--- config.mk ---
export PLATFORM = sky130hd
export DESIGN_NAME = lps_serializer
export DESIGN_NICKNAME = d
export VERILOG_FILES = /design/src/lps_pkg.sv /design/src/lps_serializer.sv
export SDC_FILE = /design/constraint.sdc
export NUM_CORES = 1
export LEC_CHECK = 0
export ABC_AREA = 1
export BUFFER_PORTS_ARGS = -buffer_cell sky130_fd_sc_hd__buf_2
export CAP_MARGIN = 10
export CORE_MARGIN = 1.5
export CORE_UTILIZATION = 63
export DETAILED_ROUTE_END_ITERATION = 7
export PLACE_DENSITY = 0.83
export RECOVER_POWER = 100
export SETUP_SLACK_MARGIN = 0.4
export SLEW_MARGIN = 20
export SYNTH_ARGS = -nofsm -noshare
export SYNTH_HDL_FRONTEND = slang
export SYNTH_SLANG_ARGS = --single-unit
--- constraint.sdc ---
create_clock -name clock -period 8.4 [get_ports clock]
set_input_delay 2.52 -clock clock [delete_from_list [all_inputs] [get_ports clock]]
set_output_delay 2.52 -clock clock [all_outputs]
set_load 0.1 [all_outputs]
--- src/lps_pkg.sv ---
package lps_pkg;

	// ----------------------------------------------------------------------
	// Geometry of the serial link
	// ----------------------------------------------------------------------
	localparam int LANES     = 4;
	localparam int SLICE     = 7;
	localparam int WORD_BITS = LANES * SLICE;
	localparam int IDX_W     = 5;

	// ----------------------------------------------------------------------
	// Forwarded clock shape and slot limits
	// ----------------------------------------------------------------------
	// Forwarded clock level per slot, slot 0 in the MSB: high, high, low x3, high, high.
	localparam logic [6:0] FWD_PATTERN = 7'h63;
	localparam logic [2:0] SLOT_FIRST  = 3'h0;
	localparam logic [2:0] SLOT_LAST   = 3'h6;
	localparam logic [2:0] SLOT_STEP   = 3'h1;

	// ----------------------------------------------------------------------
	// Timing
	// ----------------------------------------------------------------------
	localparam int CLK_PERIOD_PS   = 4000;
	localparam int PIX_MIN_MHZ     = 10;
	localparam int PIX_MAX_PERIOD  = 1000000 / PIX_MIN_MHZ;
	localparam int PIX_MAX_CYCLES  = PIX_MAX_PERIOD / CLK_PERIOD_PS;
	localparam int PERIOD_W_DEF    = 8;

	// ----------------------------------------------------------------------
	// Default lane and slot map: entry lane*7+slot names the input bit.
	// ----------------------------------------------------------------------
	typedef logic [WORD_BITS-1:0][IDX_W-1:0] lps_map_t;

	function automatic lps_map_t lps_default_map();
		lps_map_t m;
		for (int i = 0; i < WORD_BITS; i++) begin
			m[i] = IDX_W'(i);
		end
		return m;
	endfunction

	localparam lps_map_t DEFAULT_MAP = lps_default_map();

endpackage

--- src/lps_serializer.sv ---
`timescale 1ns/1ps
`default_nettype none

module lps_serializer
	import lps_pkg::*;
#(
	parameter int       PERIOD_W = PERIOD_W_DEF, // Width of the pixel period counter.
	parameter lps_map_t LANE_MAP = DEFAULT_MAP   // Input bit index for each lane and slot.
) (
	input  wire logic                 clock,               // System clock, 250 MHz.
	input  wire logic                 rstn,                // Asynchronous reset, active low.
	input  wire logic                 pixel_clock_in,      // Pixel clock from the source.
	input  wire logic                 capture_edge_select, // High rising, low falling.
	input  wire logic                 power_down_n,        // Low shuts the block down.
	input  wire logic [WORD_BITS-1:0] parallel_pixel_bits, // Parallel pixel word.
	output logic      [LANES-1:0]     serial_lane_pair,    // Serial data per lane.
	output logic      [LANES-1:0]     serial_lane_oe,      // Driver enable per data lane.
	output logic                      forwarded_clock,     // Forwarded pixel clock.
	output logic                      forwarded_clock_oe   // Driver enable of clock lane.
);

	// ----------------------------------------------------------------------
	// Elaboration checks
	// ----------------------------------------------------------------------
	if (PERIOD_W < $clog2(PIX_MAX_CYCLES + 1)) begin : g_bad_width
		$error("PERIOD_W too small for the slowest pixel clock");
	end
	for (genvar i = 0; i < WORD_BITS; i++) begin : g_map_check
		if (LANE_MAP[i] >= WORD_BITS) begin : g_bad_map
			$error("LANE_MAP entry out of range");
		end
	end

	// ----------------------------------------------------------------------
	// State
	// ----------------------------------------------------------------------
	typedef struct packed {
		logic                             pixMeta;
		logic                             pixSync;
		logic                             pixPrev;
		logic                             selMeta;
		logic                             selSync;
		logic                             pdMeta;
		logic                             pdSync;
		logic [WORD_BITS-1:0]             datMeta;
		logic [WORD_BITS-1:0]             datSync;
		logic [WORD_BITS-1:0]             capWord;
		logic [LANES-1:0][SLICE-1:0]      shiftReg;
		logic [2:0]                       slot;
		logic [PERIOD_W-1:0]              acc;
		logic [PERIOD_W-1:0]              periodCnt;
		logic [PERIOD_W-1:0]              periodLen;
		logic [LANES-1:0]                 laneOut;
		logic                             fwdClk;
		logic                             drvEn;
	} lps_state_t;

	lps_state_t st_r;
	lps_state_t st_nxt;

	localparam logic [PERIOD_W-1:0] BIT_STEP = PERIOD_W'(SLICE);
	localparam logic [PERIOD_W-1:0] CNT_ONE  = PERIOD_W'(1);
	localparam logic [PERIOD_W-1:0] CNT_MAX  = '1;

	function automatic logic [LANES-1:0][SLICE-1:0] mapWord(input logic [WORD_BITS-1:0] w);
		logic [LANES-1:0][SLICE-1:0] s;
		s = '0;
		for (int l = 0; l < LANES; l++) begin
			for (int k = 0; k < SLICE; k++) begin
				s[l][SLICE-1-k] = w[LANE_MAP[l*SLICE+k]];
			end
		end
		return s;
	endfunction

	logic riseEdge;
	logic fallEdge;
	logic capEdge;
	logic bitTick;

	always_comb begin
		riseEdge = st_r.pixSync & ~st_r.pixPrev;
		fallEdge = ~st_r.pixSync & st_r.pixPrev;
		capEdge  = st_r.selSync ? riseEdge : fallEdge;
		// One spare bit keeps the sum from wrapping when the period nears the counter limit.
		bitTick  = (st_r.periodLen != '0)
			&& ({1'b0, st_r.acc} + {1'b0, BIT_STEP} >= {1'b0, st_r.periodLen});
	end

	// ----------------------------------------------------------------------
	// Next state
	// ----------------------------------------------------------------------
	always_comb begin
		st_nxt         = st_r;
		st_nxt.pixMeta = pixel_clock_in;
		st_nxt.pixSync = st_r.pixMeta;
		st_nxt.pixPrev = st_r.pixSync;
		st_nxt.selMeta = capture_edge_select;
		st_nxt.selSync = st_r.selMeta;
		st_nxt.pdMeta  = power_down_n;
		st_nxt.pdSync  = st_r.pdMeta;
		st_nxt.datMeta = parallel_pixel_bits;
		st_nxt.datSync = st_r.datMeta;
		if (!st_r.pdSync) begin
			// Shutdown clears everything past the synchronisers and stops the bit timing.
			st_nxt.capWord   = '0;
			st_nxt.shiftReg  = '0;
			st_nxt.slot      = SLOT_FIRST;
			st_nxt.acc       = '0;
			st_nxt.periodCnt = '0;
			st_nxt.periodLen = '0;
		end else begin
			st_nxt.periodCnt = (st_r.periodCnt == CNT_MAX) ? CNT_MAX : st_r.periodCnt + CNT_ONE;
			if (capEdge) begin
				st_nxt.capWord   = st_r.datSync;
				st_nxt.shiftReg  = mapWord(st_r.datSync);
				st_nxt.slot      = SLOT_FIRST;
				st_nxt.acc       = '0;
				st_nxt.periodCnt = CNT_ONE;
				st_nxt.periodLen = st_r.periodCnt;
			end else if (bitTick) begin
				// The fractional step keeps seven slots inside one measured pixel period.
				st_nxt.acc = st_r.acc + BIT_STEP - st_r.periodLen;
				if (st_r.slot != SLOT_LAST) begin
					st_nxt.slot = st_r.slot + SLOT_STEP;
					for (int l = 0; l < LANES; l++) begin
						st_nxt.shiftReg[l] = {st_r.shiftReg[l][SLICE-2:0], 1'b0};
					end
				end
			end else begin
				st_nxt.acc = st_r.acc + BIT_STEP;
			end
		end
		for (int l = 0; l < LANES; l++) begin
			st_nxt.laneOut[l] = st_nxt.shiftReg[l][SLICE-1] & st_r.pdSync;
		end
		st_nxt.fwdClk = FWD_PATTERN[3'(SLOT_LAST - st_nxt.slot)] & st_r.pdSync;
		st_nxt.drvEn  = st_r.pdSync;
	end

	always_ff @(posedge clock or negedge rstn) begin
		if (!rstn) begin
			st_r <= '0;
		end else begin
			st_r <= st_nxt;
		end
	end

	assign serial_lane_pair   = st_r.laneOut;
	assign serial_lane_oe     = {LANES{st_r.drvEn}};
	assign forwarded_clock    = st_r.fwdClk;
	assign forwarded_clock_oe = st_r.drvEn;

	// ----------------------------------------------------------------------
	// Checks
	// ----------------------------------------------------------------------
	chk_pd_drivers_off: assert property (@(posedge clock) disable iff (!rstn)
		!st_r.pdSync |=> (serial_lane_oe == '0) && !forwarded_clock_oe)
		else $error("drivers enabled during power-down");

	chk_pd_regs_clear: assert property (@(posedge clock) disable iff (!rstn)
		!st_r.pdSync |=> (st_r.capWord == '0) && (st_r.shiftReg == '0) && (st_r.slot == '0))
		else $error("registers not cleared during power-down");

	chk_pd_outputs_low: assert property (@(posedge clock) disable iff (!rstn)
		!st_r.pdSync ##1 !st_r.pdSync |=> (serial_lane_pair == '0) && !forwarded_clock)
		else $error("outputs toggle during power-down");

	chk_capture_word: assert property (@(posedge clock) disable iff (!rstn)
		st_r.pdSync && capEdge |=> st_r.capWord == $past(st_r.datSync))
		else $error("pixel word not captured on edge");

	chk_edge_select: assert property (@(posedge clock) disable iff (!rstn)
		st_r.pdSync && (st_r.pixSync != st_r.pixPrev) && (st_r.pixSync == st_r.selSync)
		|=> st_r.slot == SLOT_FIRST && st_r.periodCnt == CNT_ONE)
		else $error("wrong capture edge used");

	chk_slice_load: assert property (@(posedge clock) disable iff (!rstn)
		st_r.pdSync && capEdge |=> st_r.shiftReg == mapWord(st_r.capWord))
		else $error("slices differ from captured word");

	chk_lane_shift: assert property (@(posedge clock) disable iff (!rstn)
		st_r.pdSync && !capEdge && bitTick && st_r.slot != SLOT_LAST
		|=> st_r.slot == $past(st_r.slot) + SLOT_STEP
		&& st_r.shiftReg[0] == {$past(st_r.shiftReg[0][SLICE-2:0]), 1'b0})
		else $error("lane did not shift on bit tick");

	chk_slot_bound: assert property (@(posedge clock) disable iff (!rstn)
		st_r.slot <= SLOT_LAST)
		else $error("slot beyond slice length");

	chk_fwd_clock_shape: assert property (@(posedge clock) disable iff (!rstn)
		st_r.pdSync && st_r.drvEn ##1 st_r.pdSync
		|-> forwarded_clock == FWD_PATTERN[3'(SLOT_LAST - st_r.slot)])
		else $error("forwarded clock off its slot pattern");

	chk_drivers_on: assert property (@(posedge clock) disable iff (!rstn)
		st_r.pdSync |=> (serial_lane_oe == '1) && forwarded_clock_oe)
		else $error("line drivers off while running");

	chk_lane_msb_out: assert property (@(posedge clock) disable iff (!rstn)
		st_r.pdSync |=> serial_lane_pair[0] == st_r.shiftReg[0][SLICE-1])
		else $error("lane output differs from shift register head");

	// Once a period lasts at least two clock cycles per slot, two bit steps can never fall on adjacent cycles.
	chk_tick_spacing: assert property (@(posedge clock) disable iff (!rstn)
		st_r.pdSync && !capEdge && bitTick && (st_r.periodLen >= PERIOD_W'(2 * SLICE))
		|=> !bitTick)
		else $error("bit ticks closer than one slot");

endmodule // lps_serializer

`default_nettype wire

* Word level (Yosys, flattened, before mapping)
Memory sizes are Yosys's and may differ from the RTL's. Index checks and enable logic that the tools add are counted.
Word-level totals: register bits after elaboration 124, bits of input ports 33, output and inout port bits 10, memories kept 1, word-level logic and storage cells 59, memory bits (read-only) 8
Memory list:
- (no name shown) | words 8, width 1, rd ports 1, clocked after Yosys merged registers in 0, wr ports 0, RTL line lps_serializer.sv:137 | st_nxt.fwdClk = FWD_PATTERN[3'(SLOT_LAST - st_nxt.slot)] & st_r.pdSync;
Operators by class: muxes and demuxes 9, reductions and logical operators 3, $add $sub $neg 6, bitwise operators 9, equality and inequality tests 5, order comparisons 2
Operators by type and width (number):
- 31-bit two-way mux | 2
- 55-bit two-way mux | 1
- 39-bit two-way mux | 1
- 16-bit two-way mux | 1
- 8-bit two-way mux | 2
- 8-bit by 3-bit adder with 9-bit output, second input constant | 1
- 9-bit by 8-bit >= comparator with 1-bit output | 1
- 8-bit by 1-bit adder with 8-bit output, second input constant | 1
- 8-bit by 3-bit adder with 8-bit output, second input constant | 1
- 8-bit equality test, second input constant | 1
- 8-bit nonzero test | 1
- 8-bit subtractor | 1
- 1-bit bitwise AND | 7
- 3-bit by 1-bit inequality test with 1-bit output, second input constant | 2
- 3-bit by 4-bit less-than comparator with 1-bit output, second input constant | 1
- 3-bit by 1-bit adder with 3-bit output, second input constant | 1
- 3-bit inequality test, second input constant | 1
- 3-bit subtractor, first input constant | 1
- 1-bit two-way mux | 2
- 2-bit by 1-bit inequality test with 1-bit output, second input constant | 1
- 1-bit NOT | 2
- 2-bit AND reduction | 1
- 1-bit logical AND | 1

* Longest topological paths before layout
Gate-level depths: netlist of the first run.
depth in word-level cells 10, depth in mapped cells 24, mapped depth without buffers 23

* Worst setup path before layout of the first run
OpenSTA, ideal clock, no wires.
kind flip-flop to output port, start point register st_r (netlist bit forwarded_clock_oe), end point output port serial_lane_oe[0], path buffers 1, required time 5880 ps, cell stages (with the launch flop) 2, data arrival time 1374 ps, slack 4506 ps, cells stage by stage dfrtp_1 -> buf_4
RTL lines:
- from (decl) | RTL line lps_serializer.sv:58 | lps_state_t st_r;
- from (signal assigned) | RTL line lps_serializer.sv:145 | st_r <= st_nxt;
- to (decl) | RTL line lps_serializer.sv:17 | output logic [LANES-1:0] serial_lane_oe,
No word-level cell between the ends.

==> results of run 1 <==
-- cell families after synthesis --
logic type / count (synthesis)
flip-flops: 120
XOR/XNOR: 13
AND/OR/NAND/NOR: 219
adder cells (fa/ha/maj): 15
AO/OA/AOI/OAI: 58
buffers and inverters: 69
-- power groups by stage --
stage | clock network (W) | logic (W) | registers [W]
floorplan | 0 | 0.000204 | 0.000645
global placement | 0 | 0.000248 | 0.000641
global route | 0.000714 | 0.000288 | 0.000638
finish | 0.000677 | 0.000256 | 0.000634
detailed placement | 0 | 0.000257 | 0.000642
CTS | 0.000683 | 0.000263 | 0.000633
-- worst max-delay path by stage --
stage | start | endpoint | slack (ps) | cells after the start
floorplan | forwarded_clock_oe | serial_lane_oe[0] | 4510 | 1
global placement | rstn | st_r[106] | 4520 | 2
detailed placement | rstn | st_r[42] | 4480 | 2
CTS | forwarded_clock_oe | serial_lane_oe[2] | 4530 | 1
global route | rstn | st_r[101] | 2300 | 2
finish | rstn | st_r[20] | 3110 | 2
-- per-layer routing --
layer  share of wire, %  track usage, %  up-vias
li1                   -               -     1664
met1                 41            29.7     1709
met2                 52            41.9      126
met3                5.4            7.29       26
met4                2.1            9.77        0
met5                  0               0        -
-- per-stage QoR --
stage | power (W) | cell area [um2]
after floorplan | 0.000849 | 4900
after CTS | 0.00158 | 5650
final | 0.00157 | 5600
after global placement | 0.000889 | 5090
after global routing | 0.00164 | 5600
after detailed placement | 0.000900 | 5090
-- cells in the final DEF, fill, tap and decap left out --
cell and n:
a31oi_1 4, clkbuf_2 1, xor2_1 9, a21oi_1 28
nor3_1 1, clkbuf_1 16, a311oi_1 1, nand2_4 1
clkinv_2 2, a21boi_0 1, ha_1 14, clkinvlp_4 1
inv_8 2, bufinv_16 1, nor4_1 1, nand4_1 1
clkbuf_16 16, clkinv_4 3, fa_1 1, nor2_1 25
nand3_1 67, nand2_1 118, or2_2 1, dfrtp_1 120
clkbuf_8 1, o21ai_0 24, inv_6 5, nand3_2 1
xnor2_1 4, inv_1 41, nor2_2 1, or3_1 1
buf_2 30, nand3b_1 1
-- layout make-up --
| class | count | area, um2 | area share (%) |
|---|---|---|---|
| flip-flops and latches | 120 | 3000 | 53.6 |
| multi-input cells | 305 | 1550 | 27.6 |
| clock buffers | 18 | 418 | 7.47 |
| repair buffers | 46 | 211 | 3.78 |
| inverters | 41 | 154 | 2.75 |
| clock inverters | 14 | 140 | 2.50 |
| well taps | 99 | 124 | 2.21 |
-- registers in the layout, indices dropped and copies added, names as in the netlist --
| signal | cells |
|---|---|
| st_r | 82 |
| serial_lane_pair | 3 |
| st_nxt | 33 |
| forwarded_clock | 1 |
| forwarded_clock_oe | 1 |
==> summary.json, run 1 <==
{
  "max_clock_freq": {"value": 189, "unit": "MHz"},
  "worst_hold_start": {"value": "st_nxt[91]"},
  "hold_vio_cnt_final": {"value": 0},
  "yosys_warnings": {"value": 0},
  "die_height": {"value": 91.2, "unit": "um"},
  "holdPathEnd": {"value": "st_r[91]"},
  "worst_ir_drop_vdd": {"value": 0.182, "unit": "mV"},
  "drt-initial-drc-count": {"value": 328},
  "worst-path-max-fanout": {"value": 80},
  "post-route-worst-setup-slack": {"value": 3110, "unit": "ps"},
  "postSynth.asyncResetShare": {"value": 100, "unit": "%"},
  "critical-path-max-stage-delay": {"value": 1560, "unit": "ps"},
  "hp-class": {"value": "reg2reg"},
  "clock_path_buffers": {"value": 2},
  "cpLargestDelayFamily": {"value": "buffers and inverters"},
  "drt-total-wl": {"value": 9410, "unit": "um"},
  "post-synth-top-count-cell": {"value": "dfrtp_1"},
  "whs": {"value": 346, "unit": "ps"},
  "finalMaxSlewViolations": {"value": 268},
  "wire_per_inst": {"value": 14.6, "unit": "um"},
  "synthDominantCellAreaShare": {"value": 61.3, "unit": "%"},
  "synth_simple_gate_area_share": {"value": 19.5, "unit": "%"},
  "fin_tns_setup": {"value": 0, "unit": "ps"},
  "master_of_the_slowest_instance_on_the_critical_path": {"value": "clkbuf_2"},
  "cp-end-kind": {"value": "async pin"},
  "synth_enable_flop_cells": {"value": 0},
  "postCtsSetupRepairBufs": {"value": 0},
  "via_count": {"value": 3525},
  "switching_share": {"value": 30.2, "unit": "%"},
  "p_int": {"value": 0.00109, "unit": "W"},
  "drive_above_1_share": {"value": 12.1, "unit": "%"},
  "antenna_found_initial": {"value": 0},
  "regToRegSetupSlack": {"value": 3130, "unit": "ps"},
  "fillerInstances": {"value": 472},
  "timing.rr.start": {"value": "st_r[22]"},
  "worst_ep_required_time": {"value": 8660, "unit": "ps"},
  "worst_r2r_path_depth": {"value": 17},
  "layout.cells.non_filler": {"value": 643},
  "design.die.area": {"value": 0.00831, "unit": "mm2"},
  "buffer_ports.inserted": {"value": 42},
  "vias_per_cell": {"value": 5.48},
  "grtUsageTotal": {"value": 24.7, "unit": "%"},
  "cts_num_sinks": {"value": 120},
  "area_fraction_in_compound_gates_after_synthesis": {"value": 6.24, "unit": "%"},
  "setup-violations-final": {"value": 0},
  "cts.hold.buffers_added": {"value": 0},
  "top_level_ports": {"value": 43},
  "criticalPathCategory": {"value": "in2async"},
  "synth.cell_area": {"value": 0.00490, "unit": "mm2"},
  "status": {"value": "complete, but fails checks"},
  "drcViolationCount": {"value": 0},
  "synthCells": {"value": 494},
  "drt_first_pass_iters": {"value": 5},
  "tritoncts": {"value": "yes"},
  "cts.repair.resized": {"value": 0},
  "cap_violations": {"value": 6},
  "p_switching": {"value": 0.000473, "unit": "W"},
  "nNetsFinal": {"value": 579},
  "rsz_0062_raised_after_global_routing": {"value": "no"},
  "power.density_cell_area": {"value": 280, "unit": "mW/mm2"},
  "worst_clock_skew": {"value": 5.67, "unit": "ps"},
  "worst_pin_slew": {"value": 2010, "unit": "ps"},
  "final_cycle_share": {"value": 62.9, "unit": "%"},
  "timing.critical_path.cells": {"value": "clkbuf_1 -> clkbuf_2"},
  "clkTransAtPathRegs": {"value": 60, "unit": "ps"},
  "combinationalPowerShare": {"value": 16.4, "unit": "%"},
  "mappedNetlistNets": {"value": 542},
  "place_ws": {"value": 4480, "unit": "ps"},
  "violations": {"value": "capacitance limit, slew limit"},
  "placed_cells": {"value": 611},
  "start_util": {"value": 66.4, "unit": "%"},
  "biggest_area_consumer_among_synthesized_cells": {"value": "dfrtp_1"},
  "worst_hold_path.num_cells": {"value": 0},
  "share_clk_of_total_power": {"value": 43.2, "unit": "%"},
  "finalWeightedCongestion": {"value": 0.921},
  "crit_path_start_kind": {"value": "input pin"},
  "global_route_overflow": {"value": 0},
  "cts-htree-levels": {"value": 4},
  "post_synthesis_share_of_cell_area_spent_on_xor_and_xnor_gates": {"value": 2.33, "unit": "%"},
  "postSynthAreaPerCell": {"value": 9.91, "unit": "um2"},
  "post_synth_mux_area_share": {"value": 0, "unit": "%"},
  "grt_first_pass_wirelength": {"value": 15900, "unit": "um"},
  "r2r-end": {"value": "serial_lane_pair[0]"},
  "dp.final_hpwl": {"value": 5440, "unit": "um"},
  "yosys.area_share.adder": {"value": 3.99, "unit": "%"},
  "worst_skew_pair.late_latency": {"value": 520, "unit": "ps"},
  "dominantRegCellSynth": {"value": "dfrtp_1"},
  "first_global_vias": {"value": 3495},
  "detail-route-antenna-nets": {"value": 0},
  "ys_seq_elements": {"value": 120},
  "cts-buffers-inserted": {"value": 17},
  "netlist_cell_types": {"value": 31},
  "synth_top_family_by_area": {"value": "simple AND/OR/NAND/NOR gates"},
  "part_of_the_power_in_registers": {"value": 40.4, "unit": "%"},
  "synth_sequential_area_ratio": {"value": 61.3, "unit": "%"},
  "synthToLayoutAreaGrowth": {"value": 14.3, "unit": "%"},
  "grt_start_max_net_pins": {"value": 81},
  "leakage": {"value": 2.84, "unit": "nW"},
  "num_antenna_cells": {"value": 0},
  "post-route-min-period": {"value": 5290, "unit": "ps"},
  "core_area": {"value": 0.00737, "unit": "mm2"},
  "finish.utilization": {"value": 76.0, "unit": "%"},
  "netlist_top_cells_count": {"value": "120 x dfrtp_1, 117 x nand2_1, 67 x nand3_1"},
  "worstPathArrival": {"value": 5550, "unit": "ps"},
  "synth_area_leaders": {"value": "dfrtp_1 61%, nand2_1 9.0%, nand3_1 6.8%"},
  "cp_num_buf_inv": {"value": 2},
  "relative_slew_margins": {"value": -33.7, "unit": "%"},
  "dieWidth": {"value": 91.2, "unit": "um"},
  "floorplan.rows": {"value": 31},
  "clk_root_buffer_cell": {"value": "clkbuf_8"}
}
(Power assumes the default switching activity.)
==> inputs of run 2 (changes only) <==
CORE_UTILIZATION = 59   (was 63)
PLACE_DENSITY = 0.78   (was 0.83)
clock period = 5.4 ns   (was 8.4 ns; I/O delays follow)
==> run 2 against run 1 <==
The flow still finishes with violations (capacitance limit, slew limit). Via count is 0.85% lower. Sequential cell count did not move. Power is 54% higher. Global-route usage shrank 1.1 points. Register-to-register slack got worse by 1900 ps.
==> summary.json, run 2 (synthesized netlist as in run 1, its figures left out) <==
{
  "status": {"value": "complete, but fails checks"},
  "violations": {"value": "capacitance limit, slew limit"},
  "dp.final_hpwl": {"value": 5470, "unit": "um", "change": "+0.50%"},
  "cp-end-kind": {"value": "flip-flop"},
  "detailed_place.area": {"value": 0.00511, "unit": "mm2", "change": "+0.29%"},
  "cts_num_sinks": {"value": 120, "change": "unchanged"},
  "grt_first_pass_wirelength": {"value": 15700, "unit": "um", "change": "-1.3%"},
  "fin_tns_setup": {"value": 0, "unit": "ps", "change": "unchanged"},
  "switching_share": {"value": 30.5, "unit": "%", "change": "+0.38 points"},
  "multi_input_comb_area": {"value": 0.00155, "unit": "mm2", "change": "+0.40%"},
  "cts.hold.buffers_added": {"value": 0, "change": "unchanged"},
  "rsz_0062_raised_after_global_routing": {"value": "no"},
  "num_antenna_cells": {"value": 0, "change": "unchanged"},
  "design_power_total": {"value": 0.00242, "unit": "W", "change": "+54%"},
  "postCtsSetupRepairBufs": {"value": 0, "change": "unchanged"},
  "drcViolationCount": {"value": 0, "change": "unchanged"},
  "worst_clock_skew": {"value": 10.5, "unit": "ps", "change": "+4.78 ps"},
  "timing.rr.start": {"value": "st_nxt[149]"},
  "finalWeightedCongestion": {"value": 0.942, "change": "+2.2%"},
  "worst_hold_start": {"value": "st_nxt[95]"},
  "drt-initial-drc-count": {"value": 226, "change": "-31%"},
  "combinationalPowerShare": {"value": 16.8, "unit": "%", "change": "+0.4 points"},
  "post-route-min-period": {"value": 4190, "unit": "ps"},
  "final_cycle_share": {"value": 77.6, "unit": "%"},
  "top_level_ports": {"value": 43, "change": "unchanged"},
  "antenna_found_initial": {"value": 0, "change": "unchanged"},
  "via_count": {"value": 3495, "change": "-0.85%"},
  "die_height": {"value": 94.1, "unit": "um", "change": "+3.2%"},
  "max_clock_freq": {"value": 239, "unit": "MHz"},
  "synthToLayoutAreaGrowth": {"value": 14.6, "unit": "%"},
  "cts-htree-levels": {"value": 4, "change": "unchanged"},
  "leakage": {"value": 2.83, "unit": "nW", "change": "-0.39%"},
  "first_global_vias": {"value": 3491, "change": "-0.11%"},
  "global_route_overflow": {"value": 0, "change": "unchanged"},
  "buffer_ports.inserted": {"value": 42, "change": "unchanged"},
  "worst_hold_path.num_cells": {"value": 0, "change": "unchanged"},
  "wire_per_inst": {"value": 14.5, "unit": "um", "change": "-0.82%"},
  "cap_violations": {"value": 5, "change": "-1"},
  "start_util": {"value": 60.2, "unit": "%", "change": "-6.2 points"},
  "floorplan.rows": {"value": 33, "change": "+6.5%"},
  "design.die.area": {"value": 0.00885, "unit": "mm2", "change": "+6.6%"},
  "fillerInstances": {"value": 569, "change": "+21%"},
  "part_of_the_power_in_registers": {"value": 40.8, "unit": "%", "change": "+0.4 points"},
  "largest_register_ff_count": {"value": 82, "change": "unchanged"},
  "worst_ep_required_time": {"value": 5790, "unit": "ps", "change": "-2870 ps"},
  "post-route-worst-setup-slack": {"value": 1210, "unit": "ps", "change": "-1900 ps"},
  "drt_first_pass_iters": {"value": 7, "change": "+2"},
  "place_ws": {"value": 1930, "unit": "ps", "change": "-2550 ps"},
  "nNetsFinal": {"value": 580, "change": "+0.17%"},
  "layout_commonest_cell": {"value": "dfrtp_1"},
  "share_clk_of_total_power": {"value": 42.4, "unit": "%", "change": "-0.8 points"},
  "r2r-end": {"value": "forwarded_clock"},
  "worst_pin_slew": {"value": 1800, "unit": "ps", "change": "-209 ps"},
  "criticalPathCategory": {"value": "reg2reg"},
  "setup-violations-final": {"value": 0, "change": "unchanged"},
  "worst-path-max-fanout": {"value": 38, "change": "-53%"},
  "dieWidth": {"value": 94.1, "unit": "um", "change": "+3.2%"},
  "crit_path_start_kind": {"value": "flip-flop"},
  "tritoncts": {"value": "yes"},
  "regToRegSetupSlack": {"value": 1210, "unit": "ps", "change": "-1920 ps"},
  "stdcell_area": {"value": 0.00561, "unit": "mm2", "change": "+0.20%"},
  "clk_root_buffer_cell": {"value": "clkbuf_8"},
  "top_library_cells_by_usage_in_the_layout_fill_and_taps_aside": {"value": "120 x dfrtp_1, 119 x nand2_1, 67 x nand3_1, 40 x inv_1, 31 x buf_2"},
  "p_int": {"value": 0.00168, "unit": "W", "change": "+53%"},
  "worst_r2r_path_depth": {"value": 12, "change": "-5"},
  "grt_start_max_net_pins": {"value": 71, "change": "-12%"},
  "hold_vio_cnt_final": {"value": 0, "change": "unchanged"},
  "core_area": {"value": 0.00813, "unit": "mm2", "change": "+10%"},
  "grtUsageTotal": {"value": 23.6, "unit": "%", "change": "-1.1 points"},
  "clkTransAtPathRegs": {"value": 60, "unit": "ps", "change": "about the same"},
  "finalMaxSlewViolations": {"value": 224, "change": "-16%"},
  "drive_above_1_share": {"value": 12.5, "unit": "%", "change": "+0.34 points"},
  "cts-buffers-inserted": {"value": 17, "change": "unchanged"},
  "max_flop_register": {"value": "st_r"},
  "power.density_cell_area": {"value": 431, "unit": "mW/mm2", "change": "+54%"},
  "clock_path_buffers": {"value": 2, "change": "unchanged"},
  "worst_ir_drop_vdd": {"value": 0.426, "unit": "mV", "change": "+130%"},
  "sequential_cell_area": {"value": 0.00300, "unit": "mm2", "change": "unchanged"},
  "vias_per_cell": {"value": 5.38, "change": "-1.9%"},
  "detail-route-antenna-nets": {"value": 0, "change": "unchanged"},
  "relative_slew_margins": {"value": -19.8, "unit": "%", "change": "+14 points"},
  "holdPathEnd": {"value": "st_r[95]"},
  "worst_skew_pair.late_latency": {"value": 510, "unit": "ps", "change": "about the same"},
  "worstPathArrival": {"value": 4580, "unit": "ps", "change": "-970 ps"},
  "drt-total-wl": {"value": 9430, "unit": "um", "change": "+0.26%"},
  "hp-class": {"value": "reg2reg"},
  "cts.repair.resized": {"value": 0, "change": "unchanged"},
  "p_switching": {"value": 0.000739, "unit": "W", "change": "+56%"}
}
[run 2: cell types whose count changed in the layout (fill, tap and decap cells not counted), sizes merged]
cell      change
buf           +1
clkinvlp      +2
clkbuf        +1
clkinv        -2
bufinv        -1
[run 2: how the worst max path moves through the flow]
stage	to	slack, ps	start	depth (start not counted)
2_1_floorplan	forwarded_clock	2380	st_r[22]	23
5_1_grt	forwarded_clock	810	st_nxt[149]	13
3_3_place_gp	forwarded_clock	2140	st_r[22]	21
6_report	forwarded_clock	1210	st_nxt[149]	12
3_5_place_dp	forwarded_clock	1930	st_r[22]	22
4_1_cts	forwarded_clock	1780	st_r[22]	22
[run 2: cell type report]
cell class	instances	share of cell area, %
clock buffers	19	7.87
clock inverters	13	1.94
inverters	41	2.74
multi-input cells	305	27.7
flip-flops and latches	120	53.5
well taps	105	2.34
repair buffers	47	3.86
[run 2: power by group through the flow]
| stage | Clock, W | Sequential, W | Combinational, W |
|---|---|---|---|
| 6_report | 0.00103 | 0.000986 | 0.000406 |
| 5_1_grt | 0.00109 | 0.000991 | 0.000450 |
| 4_1_cts | 0.00104 | 0.000985 | 0.000415 |
| 3_5_place_dp | 0 | 0.00100 | 0.000404 |
| 3_3_place_gp | 0 | 0.000998 | 0.000388 |
| 2_1_floorplan | 0 | 0.00100 | 0.000317 |
[run 2: through the flow]
stage	util, %	hold slack (ps)	instances
finish	69.0	347	650
global route	69.0	353	650
CTS	69.6	348	650
floorplan	-	331	494
global placement	62.8	331	618
detailed placement	62.8	335	618
[run 2: worst max-delay path, stage by stage (launching register included)]
cell and delay [ps]:
dfrtp_1 380, or3_1 360, nand2_1 60, clkbuf_1 1210, nor2_1 140, clkbuf_1 740
o21ai_0 310, a21oi_1 130, ha_1 230, inv_1 50, nand4_1 120, a21oi_1 260
nor2_1 70
[run 2: routing by layer]
| layer | GRT usage (%) | vias up | part of all wire [%] |
|---|---|---|---|
| li1 | - | 1676 | - |
| met1 | 29.6 | 1679 | 44 |
| met2 | 37.1 | 114 | 50 |
| met3 | 6.96 | 26 | 4.1 |
| met4 | 12.4 | 0 | 2.0 |
| met5 | 0 | - | 0 |
==> inputs of run 3 (changes only) <==
ABC_AREA = 0   (was 1)
clock period = 4.1 ns   (was 5.4 ns; I/O delays follow)
==> run 3 against run 2 <==
The run still ends with capacitance limit, slew limit left. Setup slack worse by 690 ps. Combinational power grew 100%. Critical path depth is 2 higher. Core utilization is 2.8 points higher. Power rose by 50%. Sequential power increased by 34%. Maximum frequency rose by 17%. Synthesized cell count down 19%. Sequential share of layout area rose by 0.096 points. Critical path type unchanged. Critical endpoint is now serial_lane_pair[2].
==> summary.json, run 3 <==
{
  "grt_first_pass_wirelength": {"value": 15600, "unit": "um", "change": "-0.35%"},
  "mappedNetlistNets": {"value": 447, "change": "-18%"},
  "worst_hold_start": {"value": "st_nxt[89]"},
  "num_antenna_cells": {"value": 0, "change": "unchanged"},
  "worst_hold_path.num_cells": {"value": 0, "change": "unchanged"},
  "place_ws": {"value": 536, "unit": "ps", "change": "-1400 ps"},
  "finish.utilization": {"value": 71.7, "unit": "%", "change": "+2.8 points"},
  "cp-end-kind": {"value": "flip-flop"},
  "worst-path-max-fanout": {"value": 23, "change": "-39%"},
  "fillerInstances": {"value": 509, "change": "-11%"},
  "nNetsFinal": {"value": 492, "change": "-15%"},
  "first_global_vias": {"value": 3297, "change": "-5.6%"},
  "hold_vio_cnt_final": {"value": 0, "change": "unchanged"},
  "drive_above_1_share": {"value": 16.2, "unit": "%", "change": "+3.7 points"},
  "finalWeightedCongestion": {"value": 0.881, "change": "-6.4%"},
  "wire_per_inst": {"value": 17.0, "unit": "um", "change": "+17%"},
  "start_util": {"value": 61.3, "unit": "%", "change": "+1.1 points"},
  "clk_root_buffer_cell": {"value": "clkbuf_8"},
  "detail-route-antenna-nets": {"value": 0, "change": "unchanged"},
  "clkTransAtPathRegs": {"value": 60, "unit": "ps", "change": "about the same"},
  "holdPathEnd": {"value": "st_r[89]"},
  "rsz_0062_raised_after_global_routing": {"value": "no"},
  "grt_start_max_net_pins": {"value": 65, "change": "-8.5%"},
  "biggest_area_consumer_among_synthesized_cells": {"value": "dfrtp_1"},
  "post-route-min-period": {"value": 3580, "unit": "ps", "change": "-605 ps"},
  "stdcell_area": {"value": 0.00560, "unit": "mm2", "change": "-0.18%"},
  "r2r-end": {"value": "serial_lane_pair[2]"},
  "postSynth.asyncResetShare": {"value": 100, "unit": "%", "change": "unchanged"},
  "criticalPathCategory": {"value": "reg2reg"},
  "final_cycle_share": {"value": 87.4, "unit": "%", "change": "+9.8 points"},
  "drt-total-wl": {"value": 9500, "unit": "um", "change": "+0.71%"},
  "vias_per_cell": {"value": 5.68, "change": "+5.7%"},
  "violations": {"value": "capacitance limit, slew limit"},
  "clock_path_buffers": {"value": 2, "change": "unchanged"},
  "timing.rr.start": {"value": "st_r[22]"},
  "drt_first_pass_iters": {"value": 6, "change": "-1"},
  "largest_register_ff_count": {"value": 82, "change": "unchanged"},
  "status": {"value": "complete, but fails checks"},
  "worst_pin_slew": {"value": 1550, "unit": "ps", "change": "-249 ps"},
  "drcViolationCount": {"value": 0, "change": "unchanged"},
  "max_flop_register": {"value": "st_r"},
  "worst_ir_drop_vdd": {"value": 0.497, "unit": "mV", "change": "+17%"},
  "netlist_top_cells_count": {"value": "120 x dfrtp_1, 51 x a21oi_1, 31 x nand2_1"},
  "synth_enable_flop_cells": {"value": 0, "change": "unchanged"},
  "grtUsageTotal": {"value": 24.2, "unit": "%", "change": "+0.61 points"},
  "ys_seq_elements": {"value": 120, "change": "unchanged"},
  "post-synth-top-count-cell": {"value": "dfrtp_1"},
  "synth.cell_area": {"value": 0.00479, "unit": "mm2", "change": "-2.2%"},
  "power.density_cell_area": {"value": 648, "unit": "mW/mm2", "change": "+50%"},
  "antenna_found_initial": {"value": 0, "change": "unchanged"},
  "die_height": {"value": 93.1, "unit": "um", "change": "-1.1%"},
  "cts_num_sinks": {"value": 120, "change": "unchanged"},
  "synth_area_leaders": {"value": "dfrtp_1 63%, mux2i_1 5.4%, a21oi_1 5.3%"},
  "max_clock_freq": {"value": 279, "unit": "MHz", "change": "+17%"},
  "worst_clock_skew": {"value": 8.83, "unit": "ps", "change": "-1.62 ps"},
  "netlist_cell_types": {"value": 43, "change": "+39%"},
  "worst_ep_required_time": {"value": 4450, "unit": "ps", "change": "-1340 ps"},
  "drt-initial-drc-count": {"value": 242, "change": "+7.1%"},
  "finalMaxSlewViolations": {"value": 65, "change": "-71%"},
  "synth_sequential_area_ratio": {"value": 62.7, "unit": "%", "change": "+1.4 points"},
  "yosys_warnings": {"value": 0, "change": "unchanged"},
  "cts-htree-levels": {"value": 4, "change": "unchanged"},
  "worst_skew_pair.late_latency": {"value": 510, "unit": "ps", "change": "about the same"},
  "worstPathArrival": {"value": 3940, "unit": "ps", "change": "-640 ps"},
  "cap_violations": {"value": 1, "change": "-4"},
  "leakage": {"value": 2.68, "unit": "nW", "change": "-5.5%"},
  "dominantRegCellSynth": {"value": "dfrtp_1"},
  "postSynthAreaPerCell": {"value": 12.0, "unit": "um2", "change": "+21%"},
  "setup-violations-final": {"value": 0, "change": "unchanged"},
  "core_area": {"value": 0.00781, "unit": "mm2", "change": "-4.0%"},
  "design.die.area": {"value": 0.00866, "unit": "mm2", "change": "-2.1%"},
  "dieWidth": {"value": 93.1, "unit": "um", "change": "-1.1%"},
  "buffer_ports.inserted": {"value": 42, "change": "unchanged"},
  "post-route-worst-setup-slack": {"value": 516, "unit": "ps", "change": "-695 ps"},
  "synthCells": {"value": 399, "change": "-19%"},
  "global_route_overflow": {"value": 0, "change": "unchanged"},
  "layout_commonest_cell": {"value": "dfrtp_1"},
  "floorplan.rows": {"value": 32, "change": "-3.0%"},
  "cts-buffers-inserted": {"value": 17, "change": "unchanged"},
  "regToRegSetupSlack": {"value": 520, "unit": "ps", "change": "-690 ps"},
  "worst_r2r_path_depth": {"value": 14, "change": "+2"},
  "synthDominantCellAreaShare": {"value": 62.7, "unit": "%", "change": "+1.4 points"},
  "hp-class": {"value": "reg2reg"},
  "via_count": {"value": 3176, "change": "-9.1%"},
  "fin_tns_setup": {"value": 0, "unit": "ps", "change": "unchanged"},
  "top_level_ports": {"value": 43, "change": "unchanged"},
  "cts.hold.buffers_added": {"value": 0, "change": "unchanged"},
  "synthToLayoutAreaGrowth": {"value": 16.9, "unit": "%"},
  "top_library_cells_by_usage_in_the_layout_fill_and_taps_aside": {"value": "120 x dfrtp_1, 51 x a21oi_1, 31 x nand2_1, 31 x o21ai_0, 31 x buf_2"},
  "relative_slew_margins": {"value": -3.26, "unit": "%", "change": "+17 points"},
  "dp.final_hpwl": {"value": 5180, "unit": "um", "change": "-5.3%"},
  "detailed_place.area": {"value": 0.00503, "unit": "mm2", "change": "-1.5%"},
  "tritoncts": {"value": "yes"},
  "crit_path_start_kind": {"value": "flip-flop"}
}
[run 3: critical path: stages, from the launching register on]
cell	delay, ps
dfrtp_1	380
inv_1	80
ha_1	220
nand2b_1	90
nand4_1	150
xnor2_1	320
ha_4	270
a21o_1	160
a21oi_1	130
o211ai_1	200
o211ai_4	270
clkbuf_1	350
buf_4	420
mux2i_1	260
a21oi_1	100
[run 3: logic make-up after synthesis]
| kind of cell | count (synthesis) | synth area share, % |
|---|---|---|
| DFF | 120 | 62.7 |
| AOI/OAI and AO/OA | 98 | 11.7 |
| and+or+nand+nor | 86 | 9.12 |
| buffers and inverters | 40 | 4.39 |
| muxes | 26 | 5.44 |
| adders and majority gates | 15 | 4.08 |
| xor gates and xnor gates | 14 | 2.56 |
[run 3: area by class of cell]
class                           count  area [um2]  area share [%]
Sequential cell                   120        3000            53.6
Tap cell                          102         128            2.28
Clock inverter                     15         183            3.26
Clock buffer                       17         414            7.40
Multi-Input combinational cell    239        1570            28.0
Timing Repair Buffer               51         248            4.42
Inverter                           15        56.3            1.01
[run 3: routing by layer]
layer | track usage (%) | wire length [um] | up-vias
li1 | - | - | 1466
met1 | 28.8 | 3880 | 1600
met2 | 41.5 | 5070 | 91
met3 | 8.29 | 356 | 19
met4 | 7.58 | 187 | 0
met5 | 0 | 0 | -
[run 3: per-stage QoR]
stage	instances	hold slack [ps]	total power [W]
2_1_floorplan	399	331	0.00198
3_3_place_gp	524	332	0.00210
3_5_place_dp	524	335	0.00213
4_1_cts	556	343	0.00363
5_1_grt	559	351	0.00378
6_report	559	340	0.00363
[run 3: power breakdown]
part	switching [W]	internal (W)	leakage, nW
registers	0.0000524	0.00127	1.50
logic	0.000477	0.000341	0.891
clock network	0.000599	0.000891	0.284
[run 3: how the worst max path moves through the flow]
| stage | startpoint | end | slack (ps) | depth (start not counted) |
|---|---|---|---|---|
| finish | st_r[22] | serial_lane_pair[2] | 520 | 14 |
| global route | st_r[22] | forwarded_clock | 230 | 18 |
| CTS | st_r[22] | forwarded_clock | 490 | 15 |
| detailed placement | st_r[22] | forwarded_clock | 540 | 15 |
| global placement | st_r[22] | forwarded_clock | 730 | 15 |
| floorplan | st_r[22] | forwarded_clock | 870 | 17 |
[run 3: timing repair]
item / in CTS / in global routing
gates resized for setup: 0 / 2
setup endpoints to repair: 0 / 1
endpoints found under the hold margin: 0 / 0
setup buffers: 0 / 3
